[config.mk]
export PLATFORM = sky130hd
export DESIGN_NAME = rsa_rail_strobe_assignment
export DESIGN_NICKNAME = d
export VERILOG_FILES = /design/src/rsa_pkg.sv /design/src/rsa_match_if.sv /design/src/rsa_strobe_decode.sv /design/src/rsa_rail_strobe_assignment.sv
export VERILOG_INCLUDE_DIRS = /design/src
export SDC_FILE = /design/constraint.sdc
export NUM_CORES = 1
export LEC_CHECK = 0
export BUFFER_PORTS_ARGS = -buffer_cell sky130_fd_sc_hd__buf_2
export CORE_MARGIN = 5
export CORE_UTILIZATION = 49
export DETAILED_ROUTE_END_ITERATION = 6
export PLACE_DENSITY_LB_ADDON = 0.08
export SKIP_CTS_REPAIR_TIMING = 1
export SLEW_MARGIN = 10
export SYNTH_ARGS = -nofsm -noshare
export SYNTH_HDL_FRONTEND = slang
export SYNTH_SLANG_ARGS = --single-unit
export TNS_END_PERCENT = 1
[constraint.sdc]
create_clock -name core_clk -period 1.5 [get_ports core_clk]
set_clock_uncertainty 0.1 [all_clocks]
set_input_delay 0.375 -clock core_clk [delete_from_list [all_inputs] [get_ports core_clk]]
set_output_delay 0.375 -clock core_clk [all_outputs]
set_load 0.005 [all_outputs]
[src/rsa_defines.svh]
// Offsets, field layout, reset values and codes for the rail strobe map.
// Included by the strobe decode and strobe-assignment modules and the bench; definitions only.
`ifndef RSA_DEFINES_SVH
`define RSA_DEFINES_SVH

// Register addresses on the register access port
`define RSA_ADDR_CONV_PAIR 8'h19
`define RSA_ADDR_CONV_REG 8'h1A

// Writable bits: converter field MSBs are read-only zero
`define RSA_MASK_CONV_PAIR 8'h77
`define RSA_MASK_CONV_REG 8'h7F

// Default reset values of the two registers
`define RSA_RESET_CONV_PAIR 8'h12
`define RSA_RESET_CONV_REG 8'h3B

// Field positions: upper nibble and lower nibble
`define RSA_HI_MSB 7
`define RSA_HI_LSB 4
`define RSA_LO_MSB 3
`define RSA_LO_LSB 0

// Linear regulator codes that leave the rail outside sequencer control
`define RSA_CODE_NONE 4'h0
`define RSA_CODE_NONE_8 4'h8
`define RSA_CODE_NONE_9 4'h9

// Rail index in the rail enable vector
`define RSA_RAIL_BUCK1 0
`define RSA_RAIL_BUCK2 1
`define RSA_RAIL_BUCK3 2
`define RSA_RAIL_LINREG 3

// Value returned for a read of an unmapped address
`define RSA_UNMAPPED_DATA 8'h00

`endif

[src/rsa_pkg.sv]
// Types for the rail strobe assignment block.
// Constants live in rsa_defines.svh; this package holds only types.
package rsa_pkg;

  typedef struct packed {
    logic [7:0] conv_pair;
    logic [7:0] conv_reg;
    logic [3:0] rail_on;
    logic [7:0] rdata;
    logic rd_valid;
    logic wr_refused;
  } rsa_state_t;

endpackage

[src/rsa_match_if.sv]
// Carries strobe fields and the current strobe to the decoder, and hits back.
// Used only between the top module and its strobe decoder.
`timescale 1ns/10ps

interface rsa_match_if;
  logic [3:0] buck_one_strobe_field;
  logic [3:0] buck_two_strobe_field;
  logic [3:0] buck_three_strobe_field;
  logic [3:0] linear_reg_one_strobe_field;
  logic strobe_valid;
  logic [3:0] strobe_num;
  logic [3:0] hit;

  modport ctrl (
    output buck_one_strobe_field,
    output buck_two_strobe_field,
    output buck_three_strobe_field,
    output linear_reg_one_strobe_field,
    output strobe_valid,
    output strobe_num,
    input hit
  );

  modport dec (
    input buck_one_strobe_field,
    input buck_two_strobe_field,
    input buck_three_strobe_field,
    input linear_reg_one_strobe_field,
    input strobe_valid,
    input strobe_num,
    output hit
  );
endinterface

[src/rsa_strobe_decode.sv]
// Combinational decode of strobe fields against the issued strobe.
// Assumes fields and strobe are stable in the clock domain of the caller.
`timescale 1ns/10ps
`include "rsa_defines.svh"

module rsa_strobe_decode (
  // Fields in, hits out
  rsa_match_if.dec m
);

  // Strobe number that enables a rail; zero means no sequencer control
  function automatic logic [3:0] rsa_strobe_of(
    input logic [3:0] field,
    input logic is_ldo
  );
    logic [3:0] s;
    s = field;
    if (!is_ldo)
    begin
      s = {1'b0, field[2:0]}; // see RULE8
    end
    else if (field == `RSA_CODE_NONE_8 || field == `RSA_CODE_NONE_9)
    begin
      s = `RSA_CODE_NONE; // see RULE3
    end
    return s;
  endfunction

  // Strobe zero is never issued as a match, so code zero never enables
  function automatic logic rsa_hit(
    input logic [3:0] field,
    input logic is_ldo,
    input logic valid,
    input logic [3:0] num
  );
    logic [3:0] s;
    s = rsa_strobe_of(field, is_ldo);
    return valid && (s != `RSA_CODE_NONE) && (s == num); // see RULE1
  endfunction

  always_comb
  begin
    // Buck converters: strobes one to seven
    m.hit[`RSA_RAIL_BUCK1] = rsa_hit(m.buck_one_strobe_field, 1'b0,
      m.strobe_valid, m.strobe_num); // see RULE2
    m.hit[`RSA_RAIL_BUCK2] = rsa_hit(m.buck_two_strobe_field, 1'b0,
      m.strobe_valid, m.strobe_num);
    m.hit[`RSA_RAIL_BUCK3] = rsa_hit(m.buck_three_strobe_field, 1'b0,
      m.strobe_valid, m.strobe_num);
    // Linear regulator: also ten to fifteen, fifteen with system supply
    m.hit[`RSA_RAIL_LINREG] = rsa_hit(m.linear_reg_one_strobe_field, 1'b1,
      m.strobe_valid, m.strobe_num); // see RULE4 see RULE5 see RULE9
  end

endmodule

[src/rsa_rail_strobe_assignment.sv]
// Strobe assignment registers for three buck converters and one linear
// regulator, and the rail enables they produce as strobes are issued.
// Assumes register accesses, password state and strobes are synchronous
// to core_clk; the password check itself is done outside this block.
`timescale 1ns/10ps
`include "rsa_defines.svh"

// Operation
// RULE1: Field value zero leaves the rail out of sequencer control.
// RULE2: Field values one to seven enable the rail at that strobe.
// RULE3: Regulator field values eight and nine mean no sequencer control.
// RULE4: Regulator field value fourteen enables the rail at strobe fourteen.
// RULE5: Regulator field fifteen enables at strobe fifteen, with system supply.
// RULE6: Buck one and two fields sit at 0x19, writable only with password.
// RULE7: Buck three and regulator fields at 0x1A, writable only with password.
// RULE8: Converter field top bits are read-only, limiting them to strobes 1-7.
// RULE9: Regulator field values ten to thirteen enable at matching strobe.
module rsa_rail_strobe_assignment #(
  parameter logic [7:0] CONV_PAIR_RESET = `RSA_RESET_CONV_PAIR,
  parameter logic [7:0] CONV_REG_RESET = `RSA_RESET_CONV_REG
) (
  // Clock, reset, enable
  input wire logic core_clk,
  input wire logic reset_n,
  input wire logic clk_en,
  // Register access
  input wire logic reg_wr,
  input wire logic reg_rd,
  input wire logic [7:0] reg_addr,
  input wire logic [7:0] reg_wdata,
  input wire logic password_ok,
  output logic [7:0] reg_rdata,
  output logic reg_rd_valid,
  output logic reg_wr_refused,
  // Sequencer strobes
  input wire logic strobe_valid,
  input wire logic [3:0] strobe_num,
  input wire logic seq_clear,
  // Rail enables
  output logic [3:0] rail_on
);

  rsa_pkg::rsa_state_t st;
  rsa_pkg::rsa_state_t next_st;
  rsa_match_if m ();
  logic addr_pair;
  logic addr_reg;

  assign m.buck_one_strobe_field = st.conv_pair[`RSA_HI_MSB:`RSA_HI_LSB];
  assign m.buck_two_strobe_field = st.conv_pair[`RSA_LO_MSB:`RSA_LO_LSB];
  assign m.buck_three_strobe_field = st.conv_reg[`RSA_HI_MSB:`RSA_HI_LSB];
  assign m.linear_reg_one_strobe_field =
    st.conv_reg[`RSA_LO_MSB:`RSA_LO_LSB];
  assign m.strobe_valid = strobe_valid;
  assign m.strobe_num = strobe_num;

  rsa_strobe_decode u_decode (
    .m (m.dec)
  );

  assign addr_pair = (reg_addr == `RSA_ADDR_CONV_PAIR);
  assign addr_reg = (reg_addr == `RSA_ADDR_CONV_REG);

  always_comb
  begin
    next_st = st;
    next_st.rd_valid = 1'b0;
    next_st.wr_refused = 1'b0;
    // Password-gated writes; read-only bits stay zero
    if (reg_wr && (addr_pair || addr_reg))
    begin
      if (!password_ok)
      begin
        next_st.wr_refused = 1'b1;
      end
      else if (addr_pair)
      begin
        next_st.conv_pair = reg_wdata & `RSA_MASK_CONV_PAIR; // see RULE6
      end
      else
      begin
        next_st.conv_reg = reg_wdata & `RSA_MASK_CONV_REG; // see RULE7
      end
    end
    // Reads return the value held before any same-cycle write
    if (reg_rd)
    begin
      next_st.rd_valid = 1'b1;
      if (addr_pair)
      begin
        next_st.rdata = st.conv_pair;
      end
      else if (addr_reg)
      begin
        next_st.rdata = st.conv_reg;
      end
      else
      begin
        next_st.rdata = `RSA_UNMAPPED_DATA;
      end
    end
    // Strobe hits set rails; a hit wins over a same-cycle clear
    if (seq_clear)
    begin
      next_st.rail_on = 4'h0;
    end
    next_st.rail_on = next_st.rail_on | m.hit; // see RULE2
  end

  always_ff @(posedge core_clk or negedge reset_n)
  begin
    if (!reset_n)
    begin
      st.conv_pair <= CONV_PAIR_RESET & `RSA_MASK_CONV_PAIR; // see RULE8
      st.conv_reg <= CONV_REG_RESET & `RSA_MASK_CONV_REG;
      st.rail_on <= 4'h0;
      st.rdata <= 8'h00;
      st.rd_valid <= 1'b0;
      st.wr_refused <= 1'b0;
    end
    else if (clk_en)
    begin
      st <= next_st;
    end
  end

  assign reg_rdata = st.rdata;
  assign reg_rd_valid = st.rd_valid;
  assign reg_wr_refused = st.wr_refused;
  assign rail_on = st.rail_on;

  // Checks
  a_zero_stays_off: assert property ( // see RULE1
    @(posedge core_clk) disable iff (!reset_n)
    clk_en && st.conv_pair[7:4] == 4'h0 && !st.rail_on[0]
    |=> !st.rail_on[0])
    else $error("buck one enabled with zero field");

  a_strobe_match_on: assert property ( // see RULE2
    @(posedge core_clk) disable iff (!reset_n)
    clk_en && strobe_valid && st.conv_pair[3:0] != 4'h0 &&
    st.conv_pair[3:0] == strobe_num |=> st.rail_on[1])
    else $error("buck two not enabled at its strobe");

  a_ldo_none_codes: assert property ( // see RULE3
    @(posedge core_clk) disable iff (!reset_n)
    clk_en && (st.conv_reg[3:0] == 4'h8 || st.conv_reg[3:0] == 4'h9) &&
    !st.rail_on[3] |=> !st.rail_on[3])
    else $error("regulator enabled with code eight or nine");

  a_ldo_fourteen_on: assert property ( // see RULE4
    @(posedge core_clk) disable iff (!reset_n)
    clk_en && strobe_valid && strobe_num == 4'hE &&
    st.conv_reg[3:0] == 4'hE |=> st.rail_on[3])
    else $error("regulator not enabled at strobe fourteen");

  a_ldo_fifteen_on: assert property ( // see RULE5
    @(posedge core_clk) disable iff (!reset_n)
    clk_en && strobe_valid && strobe_num == 4'hF &&
    st.conv_reg[3:0] == 4'hF |=> st.rail_on[3])
    else $error("regulator not enabled at strobe fifteen");

  a_pair_write_gate: assert property ( // see RULE6
    @(posedge core_clk) disable iff (!reset_n)
    clk_en && reg_wr && reg_addr == 8'h19 && !password_ok
    |=> $stable(st.conv_pair) && reg_wr_refused)
    else $error("unprotected write changed register 0x19");

  a_reg_write_take: assert property ( // see RULE7
    @(posedge core_clk) disable iff (!reset_n)
    clk_en && reg_wr && reg_addr == 8'h1A && password_ok
    |=> st.conv_reg == ($past(reg_wdata) & 8'h7F))
    else $error("protected write to 0x1A not taken");

  a_msb_read_only: assert property ( // see RULE8
    @(posedge core_clk) disable iff (!reset_n)
    !st.conv_pair[7] && !st.conv_pair[3] && !st.conv_reg[7])
    else $error("converter field top bit set");

  a_ldo_ten_thirteen: assert property ( // see RULE9
    @(posedge core_clk) disable iff (!reset_n)
    clk_en && strobe_valid && strobe_num >= 4'hA && strobe_num <= 4'hD &&
    st.conv_reg[3:0] == strobe_num |=> st.rail_on[3])
    else $error("regulator not enabled at strobe ten to thirteen");

  a_rise_needs_strobe: assert property ( // see RULE2
    @(posedge core_clk) disable iff (!reset_n)
    !(clk_en && strobe_valid)
    |=> (st.rail_on & ~$past(st.rail_on)) == 4'h0)
    else $error("rail enabled without an issued strobe");

  a_buck_three_high: assert property ( // see RULE8
    @(posedge core_clk) disable iff (!reset_n)
    clk_en && strobe_valid && strobe_num[3] && !st.rail_on[2]
    |=> !st.rail_on[2])
    else $error("buck three enabled at strobe above seven");

  a_read_pair_data: assert property ( // see RULE6
    @(posedge core_clk) disable iff (!reset_n)
    clk_en && reg_rd && reg_addr == 8'h19
    |=> reg_rd_valid && reg_rdata == $past(st.conv_pair))
    else $error("read of 0x19 returned wrong data");

  a_freeze_holds: assert property (
    @(posedge core_clk) disable iff (!reset_n)
    !clk_en |=> st == $past(st))
    else $error("state changed while clock enable low");

  c_ldo_fifteen: cover property (
    @(posedge core_clk) disable iff (!reset_n)
    clk_en && strobe_valid && strobe_num == 4'hF && m.hit[3]);

  c_refused_write: cover property (
    @(posedge core_clk) disable iff (!reset_n)
    reg_wr_refused);

  c_all_rails_on: cover property (
    @(posedge core_clk) disable iff (!reset_n)
    rail_on == 4'hF);

  c_frozen_strobe: cover property (
    @(posedge core_clk) disable iff (!reset_n)
    !clk_en && strobe_valid);

endmodule

# == Word level (Yosys, flattened, before mapping) ==
# Cells that the tools add are included.
# totals
reg_bits,26
input_bits,28
out_inout_bits,14
# classes
n_eq_ne,8
n_mux,7
bitwise,2
n_reduce_logical,18
# ops
operator,count
"== test 8 x 5 -> 1 bit, second input constant",2
nonzero test 4 bit,4
two-way mux 7 bit,2
== test 3 x 4 -> 1 bit,3
logical AND 1 bit,9
"== test 4 bit, second input constant",2
two-way mux 4 bit,2
AND reduction 4 bit,2
== test 4 bit,1
bitwise OR 4 bit,1
two-way mux 1 bit,3
logical OR 1 bit,2
AND reduction 2 bit,1
NOT 1 bit,1

# == Depth between registers and ports, before layout ==
# logic_depth
depth_word,7
ltp_mapped,5
mapped_depth_nobuf,4

# == Hierarchy ==
# From an unflattened synthesis, not the netlist that was laid out.
# hier_totals
cells_unflattened,121
area_unflattened_um2,1362.6
# modules_own_cells
module,instances,cells_each,area_per_inst_um2,seq_area_each_um2
rsa_rail_strobe_assignment,1,88,1131.1,659.4
rsa_strobe_decode,1,33,231.5,0.0

# == Worst setup path after synthesis ==
# Ideal clock, no wire load.
# synth_path
path_kind,input to register
from,input reg_addr[7]
to,register st (netlist bit m.buck_three_strobe_field[2])
setup_ps,125
t_arrival_ps,1842
slack_ps,-567
path_stages,4
path_cell_list,or4b_4 -> or2_4 -> nor3_4 -> mux2_2
# synth_between
elab_chain_len,4
elab_cells_between_ends,6
# synth_lines
item,line,text
"start, declared",rsa_rail_strobe_assignment.sv:29,"input wire logic [7:0] reg_addr,"
== test 8 x 5 -> 1 bit (no source line),--,
logical OR 1 bit,rsa_rail_strobe_assignment.sv:70,if (reg_wr && (addr_pair || addr_reg))
logical AND 1 bit,rsa_rail_strobe_assignment.sv:70,
AND reduction 4 bit (no source line) (*),--,
"end signal, assigned",rsa_rail_strobe_assignment.sv:123,st <= next_st;
"end, declared",rsa_rail_strobe_assignment.sv:43,rsa_pkg::rsa_state_t st;
# Every way passes the cells marked *; elsewhere a longest branch is shown, timed or not.
# A chain may end at the register's enable or synchronous reset.

# == Final worst setup path ==
# layout_path
from,input reg_addr[7]
to,register st (netlist bit m.buck_two_strobe_field[0])
# Same word-level chain as after synthesis.

==> results.md <==
* Hold Vio Cnt, Final at 0
* Hold path depth at 2
* Root buf cell: clkbuf_4
* Cts bufs inserted at 3
* Failing checks: setup timing
* Wire per inst at 16.2 µm
* Post-synth top area share at 36.5%
* Post-synth top area cell: dfrtp_1
* Final Cycle Share at 119%
* Maxcap violations at 0
* Status: finished, violations left
* DR pass1 iterations at 4
* Nets at 193
* Final setup vio count at 13
* Final instance area at about 1800 µm²
* Crit start category: input port
* Initial antenna violation count at 0
* Die height at 61.5 µm
* H-tree depth at 1
* Distinct cell type count after synthesis at 30
* DRC at 0
* Worst hold start: reg_wdata[3]
* CTS sink count at 26
* Port buffer count at 39
* Yosys reg bits at 26
* TNS Setup at -3.00 ns
* CTS Buffer Depth at 2
* Slew at the pin closest to its max-slew limit at 0.597 ns
* R2r setup slk at around 0.12 ns
* GR Util All Layers at 17.6%
* Final Max Slew Viols at 0
* Peak Freq at 0.562 GHz
* Reg2reg start: m.buck_two_strobe_field[1]
* Register area at 659 µm²
* Vias per cell at 5.55
* Final setup margin at -0.278 ns
* Worst reg2reg path endpoint: rail_on[1]
* Most frequent cell after synthesis: dfrtp_1
* Non-filler cells, final at approximately 190
* Site row count at 18
* FILL cells at 202
* I/O Pins at 42
* Crit Path Max Fanout at 6
* Commonest cells post-synth: 19 x dfrtp_1, 13 x mux2_2, 9 x nand2_1
* Worst Hold Class: input port to flip-flop
* Setup WS pre-CTS at -0.645 ns
* CTS tree: done
* Critical Path Sink Type: flip-flop
* Hpwl dp at 2290 µm
* RSZ-0062 raised after global routing: yes
* Core footprint at 2500 µm²
* Number of enable flip-flop cells after synthesis at 0
* Worst Hold Endpoint: m.linear_reg_one_strobe_field[3]
* Arr. time, crit path at 1.90 ns
* Antenna-violating nets left at 0
* DR vias at 1077
* Power density cells at 765 nW/µm²
* Vias in the first global route at 1030
* Area after DPL at between 1500 and 2000 µm²
* Gp weighted congestion at 0.760
* Cells after Synth at 113
* Ys Warns at 0
* Area grow syn2layout at 35.1%
* Starting Density at between 50% and 60%
* Routed wire length at 3130 µm
* Inserted Diodes at 0
* Largest net degree at the start of global routing at 27
* Async set-reset flop share out of synthesis at 100%
* First DRT Iteration DRCs at 74
* Width of the die at 61.5 µm
* Rel. slew slack at between 60% and 70%
* Sequential fraction of the synthesis area at 50.7%
* Post-Syn Nets at between 100 and 150
* Post-Syn Area at 1300 µm²
* Cell count after placement at about 190
* Top_reg_cell synth: dfrtp_1
* First-pass GRT wire length at 4830 µm
* Crit Path Class: input port to flip-flop
* Worst Path Required at 1.62 ns
* Die ar. at 3790 µm²
* Worst r2r path cells at 4
* Top post-synthesis cells by area: dfrtp_1 37%, dfstp_2 14%, mux2_2 11%, xnor2_1 4.7%, a222oi_1 3.1%
* Share of layout cells above drive strength 1 at 50.6%
* Worst vdd ir at 0.644 mV
* GRT overflow at 0
* Multi-input gate area at between 600 and 700 µm²
* Final min period at 1.78 ns
* CTS clk-pin slew, worst paths at 0.15 ns
* Clock latency on the worst-skew pair at 0.32 ns
* Tot Pwr at 1340 µW
* Leakage at 0.000862 µW
* Mean post-synth cell area at ~12 µm²
==> worst max-delay path by stage <==
| stage | from | endpoint | slack, ns | cells after the start |
|---|---|---|---|---|
| 3_3_place_gp | reg_addr[7] | m.buck_three_strobe_field[2] | -0.63 | 6 |
| 3_5_place_dp | reg_addr[7] | m.linear_reg_one_strobe_field[2] | -0.64 | 6 |
| 4_1_cts | reg_addr[7] | m.buck_two_strobe_field[0] | -0.29 | 6 |
| 6_report | reg_addr[7] | m.buck_two_strobe_field[0] | -0.28 | 6 |
| 5_1_grt | reg_addr[7] | m.buck_two_strobe_field[2] | -0.28 | 6 |
| 2_1_floorplan | reg_addr[7] | m.buck_three_strobe_field[0] | -0.54 | 4 |
==> cell usage in the layout, fill, tap and decap left out, types with 2 or more instances in the layout <==
master,instances
buf_2,38
dfstp_2,7
dfrtp_1,19
nor3_4,2
a222oi_1,4
nand3_1,5
mux2_2,6
nand2b_1,4
nor3b_2,2
nand2_1,9
o31ai_1,4
a32o_1,3
buf_6,2
clkbuf_4,3
inv_1,6
mux2_4,7
buf_4,8
o21ai_0,3
nor3b_1,2
buf_12,2
a21oi_1,4
xnor2_1,7
==> state kept, by name, summed over array words and instances (netlist names) <==
| name | cells |
|---|---|
| m.buck_one_strobe_field | 3 |
| m.buck_two_strobe_field | 3 |
| reg_rdata | 7 |
| reg_wr_refused | 1 |
| m.linear_reg_one_strobe_field | 4 |
| m.buck_three_strobe_field | 3 |
| rail_on | 4 |
| reg_rd_valid | 1 |
==> where the power goes <==
group | leakage (µW) | internal, µW | switching, µW | total [µW]
sequential | 0.000336 | 712 | 8.39 | 721
clock | 0.0000279 | 270 | 215 | 485
combinational | 0.000498 | 64.9 | 73.6 | 138
total | 0.000862 | 1050 | 297 | 1340
==> kinds of logic (layout without fill, tap and decap cells) <==
group,after synthesis,after routing,share of synthesized area (%)
other,1,1,0.288
DFF,26,26,50.7
AOI/OAI and AO/OA,24,24,14.0
xor gates and xnor gates,8,8,5.38
muxes,13,13,11.2
and+or+nand+nor,31,31,15.2
buffers and inverters,10,61,3.17
==> metal layers <==
layer | routed length (µm) | global-route usage [%] | part of all wire [%]
met4 | 15 | 4.85 | 0.48
met2 | 1510 | 30.2 | 48
met3 | 209 | 3.56 | 6.7
met1 | 1400 | 22.5 | 45
met5 | 0 | 0 | 0
==> layout make-up <==
cell class	count	share of cell area, %
sequential	26	37.5
clock inverter	1	1.71
multi-input combinational	77	37.7
inverter	6	1.28
clock buffer	3	1.28
timing repair buffer	51	18.4
tap	30	2.14
==> per-stage QoR <==
stage,hold WS [ns],utilization (%)
after floorplan,-0.0206,-
after global placement,0.308,65.2
after detailed placement,0.310,65.2
after CTS,-0.0619,67.3
after global routing,0.146,70.3
final,0.180,70.3
==> worst max-delay path, stage by stage <==
cell and delay, ns:
buf_6 0.09, or4b_4 0.53, or2_4 0.28, nor3_4 0.16, buf_12 0.15, mux2_2 0.33
Power figures use the tool's default switching activity.
